### config.mk
export PLATFORM = sky130hd
export DESIGN_NAME = video_vertical_sync_detector
export DESIGN_NICKNAME = d
export VERILOG_FILES = /design/src/hdl/vsync_pkg.sv /design/src/hdl/sync_input_filter.sv /design/src/hdl/video_vertical_sync_detector.sv
export SDC_FILE = /design/constraint.sdc
export NUM_CORES = 1
export LEC_CHECK = 0
export BUFFER_PORTS_ARGS = -buffer_cell sky130_fd_sc_hd__buf_2
export CAP_MARGIN = 20
export CORE_AREA = 2 2 145 90
export DETAILED_ROUTE_END_ITERATION = 16
export DIE_AREA = 0 0 147 92
export PLACE_DENSITY_LB_ADDON = 0.12
export SLEW_MARGIN = 20
export SYNTH_ARGS = -nofsm -noshare
export SYNTH_HDL_FRONTEND = slang
export SYNTH_HIERARCHICAL = 1
export SYNTH_SLANG_ARGS = --single-unit
### constraint.sdc
create_clock -name clk_in -period 7.6 [get_ports clk_in]
set_input_delay 0.76 -clock clk_in [delete_from_list [all_inputs] [get_ports clk_in]]
set_output_delay 0.76 -clock clk_in [all_outputs]
set_load 0.02 [all_outputs]
### src/hdl/vsync_pkg.sv
// Package: constants and carrier types for the vertical sync detector
package vsync_pkg;

  localparam int INTEG_WIDTH = 16;
  localparam int PRESCALE_WIDTH = 16;
  localparam int PULSE_CYCLES = 8;
  localparam logic [3:0] PULSE_COUNT_LAST = 4'h7;
  localparam logic [INTEG_WIDTH-1:0] INTEG_RESET = 16'h0000;
  localparam logic [INTEG_WIDTH-1:0] INTEG_MAX = 16'hFFFF;
  localparam logic [PRESCALE_WIDTH-1:0] PRESCALE_RESET = 16'h0000;
  // Idle level of the active-low sync pin, so reset leaves no false edge
  localparam logic [2:0] SYNC_PIPE_RESET = 3'h7;

  // Rate settings standing in for the external rate resistor
  typedef struct packed {
    logic [INTEG_WIDTH-1:0] charge_step;
    logic [INTEG_WIDTH-1:0] decay_step;
    logic [INTEG_WIDTH-1:0] serration_threshold;
    logic [INTEG_WIDTH-1:0] default_threshold;
    logic [PRESCALE_WIDTH-1:0] osc_period;
  } rate_cfg_s;

  // Outputs towards downstream video timing logic
  typedef struct packed {
    logic csync;
    logic vsync_n;
    logic field_odd;
  } timing_out_s;

endpackage

### src/hdl/sync_input_filter.sv
// Three-stage pin synchroniser with agreement on the last two stages
module sync_input_filter (
  input wire logic clk_in,
  input wire logic reset_in,
  input wire logic pin_in,
  output logic level_out
);

  logic [2:0] pipe_reg;

  always_ff @(posedge clk_in) begin
    if (reset_in) begin
      pipe_reg <= vsync_pkg::SYNC_PIPE_RESET;
    end else begin
      pipe_reg <= {pipe_reg[1:0], pin_in};
    end
  end

  // Stage 0 feeds only stage 1; a change counts when stages 1 and 2 agree
  always_ff @(posedge clk_in) begin
    if (reset_in) begin
      level_out <= vsync_pkg::SYNC_PIPE_RESET[2];
    end else if (pipe_reg[1] == pipe_reg[2]) begin
      level_out <= pipe_reg[2];
    end
  end

endmodule

### src/hdl/video_vertical_sync_detector.sv
// Vertical sync detector: integrator, vertical latch, oscillator, field flag
// Summary of operation
// - Buffer separated sync out as composite sync
// - Integrator charges while sync pulse is active
// - Charge rate is a resistor-derived setting
// - Normal lines stay below serration threshold
// - Capture lower comparator on serration falling edge
// - Captured bit sets latch through OR
// - Latch enables oscillator, clocks field flip-flop
// - Clear latch after eight oscillator cycles
// - Vertical output is inverted latch
// - Oscillator period is resistor-derived setting
// - No pulse if threshold not reached
// - Later serration edge may retrigger latch
// - Default threshold sets latch without serrations
// - Pulse end recaptures comparator, retriggers
// - Field output low even, high odd
module video_vertical_sync_detector (
  input wire logic clk_in,
  input wire logic reset_in,
  input wire logic csync_n_in,
  input wire vsync_pkg::rate_cfg_s rate_set_resistor_in,
  output vsync_pkg::timing_out_s timing_out,
  output logic [vsync_pkg::INTEG_WIDTH-1:0] integ_level_out
);

  typedef enum logic [1:0] {
    ST_IDLE = 2'b01,
    ST_PULSE = 2'b10
  } vstate_e;

  logic csync_n_lvl;
  logic sync_act;
  logic sync_act_reg;
  logic serr_fall;
  logic sync_rise;
  logic latch_set;
  logic csync_reg;
  logic vsync_n_reg;
  logic field_odd_reg;
  logic [vsync_pkg::INTEG_WIDTH-1:0] integ_reg;
  logic [vsync_pkg::INTEG_WIDTH-1:0] integ_next;
  logic above_serr;
  logic above_dflt;
  logic capture_reg;
  logic set_req;
  vstate_e state_reg;
  logic [vsync_pkg::PRESCALE_WIDTH-1:0] prescale_reg;
  logic osc_tick;
  logic [3:0] cycle_reg;
  logic pulse_end;
  logic field_q_reg;
  logic short_gap;
  logic [vsync_pkg::INTEG_WIDTH-1:0] gap_reg;

  function automatic logic [vsync_pkg::INTEG_WIDTH-1:0] sat_add(
    input logic [vsync_pkg::INTEG_WIDTH-1:0] a,
    input logic [vsync_pkg::INTEG_WIDTH-1:0] b
  );
    logic [vsync_pkg::INTEG_WIDTH:0] s;
    s = {1'b0, a} + {1'b0, b};
    return s[vsync_pkg::INTEG_WIDTH] ? vsync_pkg::INTEG_MAX
                                     : s[vsync_pkg::INTEG_WIDTH-1:0];
  endfunction

  sync_input_filter u_csync_filter (
    .clk_in(clk_in),
    .reset_in(reset_in),
    .pin_in(csync_n_in),
    .level_out(csync_n_lvl)
  );

  // Sync is inverted internally so pulses are positive going
  assign sync_act = ~csync_n_lvl;
  // Serration edge: internal sync going inactive starts the serration, so
  // the comparator is read at the peak of the broad pulse, before decay
  assign serr_fall = ~sync_act & sync_act_reg;
  // Start of any sync pulse, used to time the gap before it
  assign sync_rise = sync_act & ~sync_act_reg;

  always_ff @(posedge clk_in) begin
    if (reset_in) begin
      sync_act_reg <= 1'b0;
    end else begin
      sync_act_reg <= sync_act;
    end
  end

  always_ff @(posedge clk_in) begin
    if (reset_in) begin
      csync_reg <= 1'b1;
    end else begin
      csync_reg <= csync_n_lvl;
    end
  end

  // One driver for the whole output struct; each field is a flip-flop
  assign timing_out = '{
    csync: csync_reg,
    vsync_n: vsync_n_reg,
    field_odd: field_odd_reg
  };

  // Saturating counter; decay keeps short horizontal sync from building up
  always_comb begin
    if (sync_act) begin
      integ_next = sat_add(integ_reg, rate_set_resistor_in.charge_step);
    end else if (integ_reg > rate_set_resistor_in.decay_step) begin
      integ_next = integ_reg - rate_set_resistor_in.decay_step;
    end else begin
      integ_next = vsync_pkg::INTEG_RESET;
    end
  end

  always_ff @(posedge clk_in) begin
    if (reset_in) begin
      integ_reg <= vsync_pkg::INTEG_RESET;
    end else begin
      integ_reg <= integ_next;
    end
  end

  always_ff @(posedge clk_in) begin
    if (reset_in) begin
      integ_level_out <= vsync_pkg::INTEG_RESET;
    end else begin
      integ_level_out <= integ_reg;
    end
  end

  assign above_serr = integ_reg >= rate_set_resistor_in.serration_threshold;
  assign above_dflt = integ_reg >= rate_set_resistor_in.default_threshold;

  // D flip-flop clocked by serration edges and by the end of a pulse
  always_ff @(posedge clk_in) begin
    if (reset_in) begin
      capture_reg <= 1'b0;
    end else if (serr_fall || pulse_end) begin
      capture_reg <= above_serr;
    end else if (state_reg == ST_PULSE) begin
      capture_reg <= 1'b0;
    end
  end

  assign set_req = capture_reg | above_dflt;
  // Setting edge of the latch: idle and asked to set
  assign latch_set = (state_reg == ST_IDLE) && set_req;

  always_ff @(posedge clk_in) begin
    if (reset_in) begin
      state_reg <= ST_IDLE;
    end else begin
      case (state_reg)
        ST_IDLE: begin
          if (set_req) begin
            state_reg <= ST_PULSE;
          end
        end
        ST_PULSE: begin
          if (pulse_end) begin
            state_reg <= ST_IDLE;
          end
        end
        default: state_reg <= ST_IDLE;
      endcase
    end
  end

  // Oscillator runs only while the latch is set
  assign osc_tick = (state_reg == ST_PULSE)
    && (prescale_reg >= rate_set_resistor_in.osc_period);
  assign pulse_end = osc_tick && (cycle_reg == vsync_pkg::PULSE_COUNT_LAST);

  always_ff @(posedge clk_in) begin
    if (reset_in || state_reg != ST_PULSE || osc_tick) begin
      prescale_reg <= vsync_pkg::PRESCALE_RESET;
    end else begin
      prescale_reg <= prescale_reg + 1'b1;
    end
  end

  always_ff @(posedge clk_in) begin
    if (reset_in || state_reg != ST_PULSE) begin
      cycle_reg <= 4'h0;
    end else if (osc_tick) begin
      cycle_reg <= cycle_reg + 4'h1;
    end
  end

  always_ff @(posedge clk_in) begin
    if (reset_in) begin
      vsync_n_reg <= 1'b1;
    end else begin
      vsync_n_reg <= ~((state_reg == ST_PULSE) && !pulse_end)
        & ~latch_set;
    end
  end

  // Gap detector: long gap between syncs clears the toggle, short ones flip it
  always_ff @(posedge clk_in) begin
    if (reset_in || sync_act) begin
      gap_reg <= vsync_pkg::INTEG_RESET;
    end else begin
      gap_reg <= sat_add(gap_reg, rate_set_resistor_in.charge_step);
    end
  end

  // A half-line gap stays short of the threshold, a full line does not
  assign short_gap = gap_reg < rate_set_resistor_in.serration_threshold;

  // Clocked by each sync start; a field that ends on a half line leaves
  // the toggle in the opposite polarity at the latch's setting edge
  always_ff @(posedge clk_in) begin
    if (reset_in) begin
      field_q_reg <= 1'b0;
    end else if (sync_rise) begin
      field_q_reg <= short_gap ? ~field_q_reg : 1'b0;
    end
  end

  // Field flag sampled on the latch's setting edge
  always_ff @(posedge clk_in) begin
    if (reset_in) begin
      field_odd_reg <= 1'b0;
    end else if (latch_set) begin
      field_odd_reg <= field_q_reg;
    end
  end

endmodule

Word-level counts from Yosys, hierarchy flattened. Cells that the tools add are included.

Register bits after elaboration: 80. Input bits: 83. Output and inout bits: 19. Word-level logic and storage cells: 61.

$add $sub $neg: 5. $lt $le $gt $ge: 5. Equal/unequal tests: 7. Muxes and demuxes: 10. Bitwise logic cells: 9. Reduce and logical (&&, ||, !) cells: 11.

Operators with widths (count): 2-to-1 mux 16 bit (4); >= comparator 16 bit (3); adder 16 x 16 -> 17 bit (2); adder 16 x 1 -> 16 bit, second input constant (1); > comparator 16 bit (1); less-than comparator 16 bit (1); subtractor 16 bit (1); inequality test 2 bit, second input constant (3); inverter 1 bit (5); adder 4 x 1 -> 4 bit, second input constant (1); equality test 4 x 3 -> 1 bit, second input constant (1); logical AND 1 bit (4); logical OR 1 bit (4); 2-to-1 mux 2 bit (2); one-hot mux 2 bit (2 select lines) (1); bitwise AND 1 bit (3); 2-to-1 mux 1 bit (3); equality test 2 x 1 -> 1 bit, second input constant (1); equality test 2 bit, second input constant (1); AND reduction 2 bit (1); nonzero test 2 bit (1); equality test 1 bit (1); logical NOT 1 bit (1); bitwise OR 1 bit (1).

Depth between registers and ports, before layout.
Depth after elaboration: 7. Depth in mapped cells: 12. Depth with buffers taken out: 11.

Cells and area by module. Netlist, hierarchy kept.

By module, submodules not included: video_vertical_sync_detector (times used 1, cells an instance 760, area an instance 6457.4 µm², seq. area each 1521.5 µm²); sync_input_filter (times used 1, cells an instance 10, area an instance 115.1 µm², seq. area each 80.1 µm²).

Worst setup path after synthesis. OpenSTA, ideal clock, no wires.

Path type: input port to flip-flop. Start point: input port rate_set_resistor_in[64] (netlist bit). End point: register integ_reg[9] (netlist bit). Setup time: 0.126 ns. Arrival time: 2.698 ns. Data required time: 7.474 ns. Slack: 4.777 ns. Stages on the path: 9. Buffers on the path: 0. Cells stage by stage: ha_1 > fa_1 > a21o_1 > a311oi_1 > o31ai_2 > o21ai_1 > a21oi_2 > a2111oi_2 > o22ai_1.

Longest elaborated chain between the ends: 3.

RTL lines: start: declaration (RTL line video_vertical_sync_detector.sv:22) `input wire vsync_pkg::rate_cfg_s rate_set_resistor_in,`; adder 16 x 16 -> 17 bit (RTL line video_vertical_sync_detector.sv:61) `s = {1'b0, a} + {1'b0, b};`; 2-to-1 mux 16 bit (RTL line video_vertical_sync_detector.sv:62) `return s[vsync_pkg::INTEG_WIDTH] ? vsync_pkg::INTEG_MAX`; 2-to-1 mux 16 bit (RTL line video_vertical_sync_detector.sv:106) `if (sync_act) begin`; end signal: assignment (RTL line video_vertical_sync_detector.sv:117) `integ_reg <= vsync_pkg::INTEG_RESET;`; end signal: assignment (RTL line video_vertical_sync_detector.sv:119) `integ_reg <= integ_next;`; end: declaration (RTL line video_vertical_sync_detector.sv:41) `logic [vsync_pkg::INTEG_WIDTH-1:0] integ_reg;`.

No other way between the ends. A chain may end at the register's enable or synchronous reset.

Worst setup path in the final report. Ends and elaborated chain as after synthesis.

==> key figures <==
Cells and area
  • Share of cells above drive strength 1: 16.97%
  • FF+latch area: 1602 um2
  • Antenna Diode Count: 0
  • Synth-to-layout area growth: 12.56%
  • Layout Nets: between 1000 and 1500
  • Fillcell total: around 1100
  • Cell Count, Final, Fillers Out: 1036
  • Area of the multi-input gates: roughly 4500 um2

Worst hold path
  • Hold Crit Class: register to register
  • Hold path cells: 1
  • Min-delay src: u_csync_filter/pipe_reg[0]
  • Hold Path End: u_csync_filter/pipe_reg[1]

Global route
  • Total track usage: between 20% and 30%
  • Largest net degree at the start of global routing: 33
  • First-pass GRT wire length: 26.19 mm
  • GRT Residual Overflow: 0
  • Antenna violations before repair: 0
  • Vias in the first global route: 5354

Power
  • Final Total Pwr: roughly 1.5 mW
  • Flop pwr share: 32.8%
  • Int Power: 0.9636 mW
  • Clock Power Share: 30.5%
  • Comb power frac: 36.7%
  • Sw Pwr: 0.5277 mW
  • Power Dens Cells: 201.6 nW/um2
  • Sw Ratio: between 30% and 40%
  • LEAKAGE: 3.881 nW
  • Max IR drop VDD: 0.0001388 V

Floorplan
  • Row Count: 32
  • Die X: 147 um
  • Initial Utilization: 52.95%
  • Core area: ~12000 um2
  • Full die area: 13520 um2
  • # IOs: 102
  • Die Span Y: 92 um

Route
  • DRT Pass-1 Iters: 5
  • DR iter-0 viols: 265
  • Detailed-route DRC error count: 0
  • DR WL/cell: about 16 um
  • Via count: between 5000 and 6000
  • Met3 WL: 1.050 mm
  • Met2 WL: 6.213 mm
  • Antenna-violating nets left: 0
  • Max layer used: met4
  • Vias per cell: 5.543
  • Total wire length: 16.06 mm
  • Post-Route M1 WL: 8.678 mm

Synth
  • Mapped Cells: 770
  • Post-synth EDFFs: 0
  • Most frequent cells after synthesis: ha_1, dfxtp_1, inv_1
  • Area fraction of the dominant cell type after synthesis: approximately a quarter
  • Ys async rst share: 0%
  • Syn avg cell area: 8.536 um2
  • Synth area leader: dfxtp_1
  • Area of the mapped netlist: about 6600 um2
  • Unique masters post-synth: 71
  • Most common cell in the netlist: ha_1
  • Yosys reg bits: 80
  • Top post-synthesis cells by area: dfxtp_1, ha_1, a21o_1
  • Syn_nets: about 970
  • Dominant synthesized flop cell: dfxtp_1
  • Sequential share of the synthesized area: 24.37%
  • Synthesis warning total: 6

Placement
  • GP Congestion: 0.9305
  • IO buf count: slightly above 100
  • Placed Instances: around 1000
  • Hpwl dp: between 10 and 15 mm

STA
  • Final Hold Viols: 0
  • Min Tclk post-route: 2.879 ns
  • Fmax: 0.3474 GHz
  • Worst-Margin Slew: 1.158 ns
  • Slew margin rel.: 22.81%
  • Total Neg Setup Slack: 0 ns
  • Max Slew Vio Count: 0
  • RSZ-0062 raised after global routing: false
  • Fin crit share: between 30% and 40%
  • Worst clock skew: 0.008299 ns
  • Setup violators final: 0

Setup path
  • Crit end category: register
  • FF-to-FF Start: integ_reg[0]
  • Cells on worst reg2reg path: 11
  • Max FO, Critical Path: 16
  • WS Path Type: input pin to register
  • Bufs and invs on worst path: 1
  • Crit-path leading delay family: compound AO/OA/AOI/OAI gates
  • Critical path data arrival time: 3.08 ns
  • Critical path cell sequence: buf_2 > ha_1 > fa_1 > a21o_1 > a311oi_1 > o31ai_2 > o21ai_1 > a21oi_2 > a2111oi_2 > o22ai_1
  • WP data required: 7.80 ns
  • Startpoint types: input pin
  • Slowest CP cell: fa_1
  • Slowest cell delay on critical path: 0.40 ns
  • Reg-to-reg endpoint: integ_reg[12]
  • FF-to-FF setup slack: 4.72 ns

Status
  • Outcome: complete, no violations

Clock network
  • CTS clk-pin slew, worst paths: roughly 0.070 ns
  • Number of clock buffers inserted by TritonCTS: 9
  • CTS H-tree depth: 3
  • Post-CTS Setup Bufs: 0
  • CTS Root Cell: clkbuf_16
  • Longest Clk Path Bufs: 2
  • TritonCTS clock tree: yes
  • Clock sink total: 80
  • Hold buffers post-CTS: 0
  • Post_cts resized: 0
  • Clk_lat worst skew: 0.34 ns

Run
  • Max-cap viol count: 0
power groups by stage:
stage	sequential (mW)	combinational [mW]	clock, mW
2_1_floorplan	0.487	0.479	0
4_1_cts	0.488	0.548	0.462
3_5_place_dp	0.497	0.543	0
3_3_place_gp	0.497	0.518	0
6_report	0.489	0.548	0.455
5_1_grt	0.492	0.620	0.481
per-layer routing:
metal / GRT usage (%) / up-vias
met4: 4.167 / 0
met5: 0 / -
met3: 4.726 / 11
met2: 34.78 / 172
met1: 37.47 / 2610
li1: - / 2950
logic make-up after synthesis:
kind of cell	Yosys count	share of synthesized area, %
flip-flops	80	24.37
AND/OR/NAND/NOR	188	14.37
multiplexers	3	0.4569
buffers and inverters	96	7.348
XOR/XNOR	45	5.997
AO/OA/AOI/OAI	242	25.03
adder cells (fa/ha/maj)	116	22.43
per-stage QoR:
step	utilization, %	hold slack (ns)	setup WS [ns]	instance area [um2]
after floorplan	-	0.3854	4.777	6573
after detailed placement	57.12	0.3984	4.374	7089
final	59.61	0.4153	4.721	7398
after CTS	59.61	0.4200	4.723	7398
after global routing	59.61	0.4326	4.467	7398
after global placement	57.12	0.3995	4.441	7089
layout make-up:
| type | count | share of cell area [%] |
|---|---|---|
| Timing Repair Buffer | 101 | 6.832 |
| Clock buffer | 9 | 3.044 |
| Sequential cell | 80 | 21.65 |
| Multi-Input combinational cell | 594 | 60.66 |
| Inverter | 75 | 3.805 |
| Tap cell | 170 | 2.875 |
| Clock inverter | 7 | 1.133 |
worst register-to-register path: cells and delay by family (launching register included):
family	cells	cell delay, ns
buffers and inverters	2	0.21
flip-flops	1	0.32
AND/OR/NAND/NOR	2	0.30
AO/OA/AOI/OAI	5	1.26
adder cells (fa/ha/maj)	2	0.63
worst max-delay path by stage:
| stage | depth (start not counted) | slack (ns) | start | to |
|---|---|---|---|---|
| after floorplan | 9 | 4.78 | rate_set_resistor_in[64] | integ_reg[9] |
| after global placement | 10 | 4.44 | rate_set_resistor_in[64] | integ_reg[9] |
| after detailed placement | 10 | 4.37 | rate_set_resistor_in[64] | integ_reg[9] |
| after CTS | 10 | 4.72 | rate_set_resistor_in[64] | integ_reg[9] |
| after global routing | 11 | 4.47 | integ_reg[0] | integ_reg[12] |
| final | 10 | 4.72 | rate_set_resistor_in[64] | integ_reg[9] |
cells in the final DEF, fill, tap and decap left out, types with 18 or more instances in the layout:
master   Yosys  routed
nor2_1      48      48
o21ai_0     53      53
inv_1       75      75
a21o_1      45      45
nand2_1     32      32
xnor2_1     18      18
buf_2        2     101
nor2b_1     24      24
xor2_1      27      27
a21oi_1     58      58
ha_1       113     113
dfxtp_1     80      80
nand3_1     20      20
No activity file was read; power rests on OpenSTA's default activity.
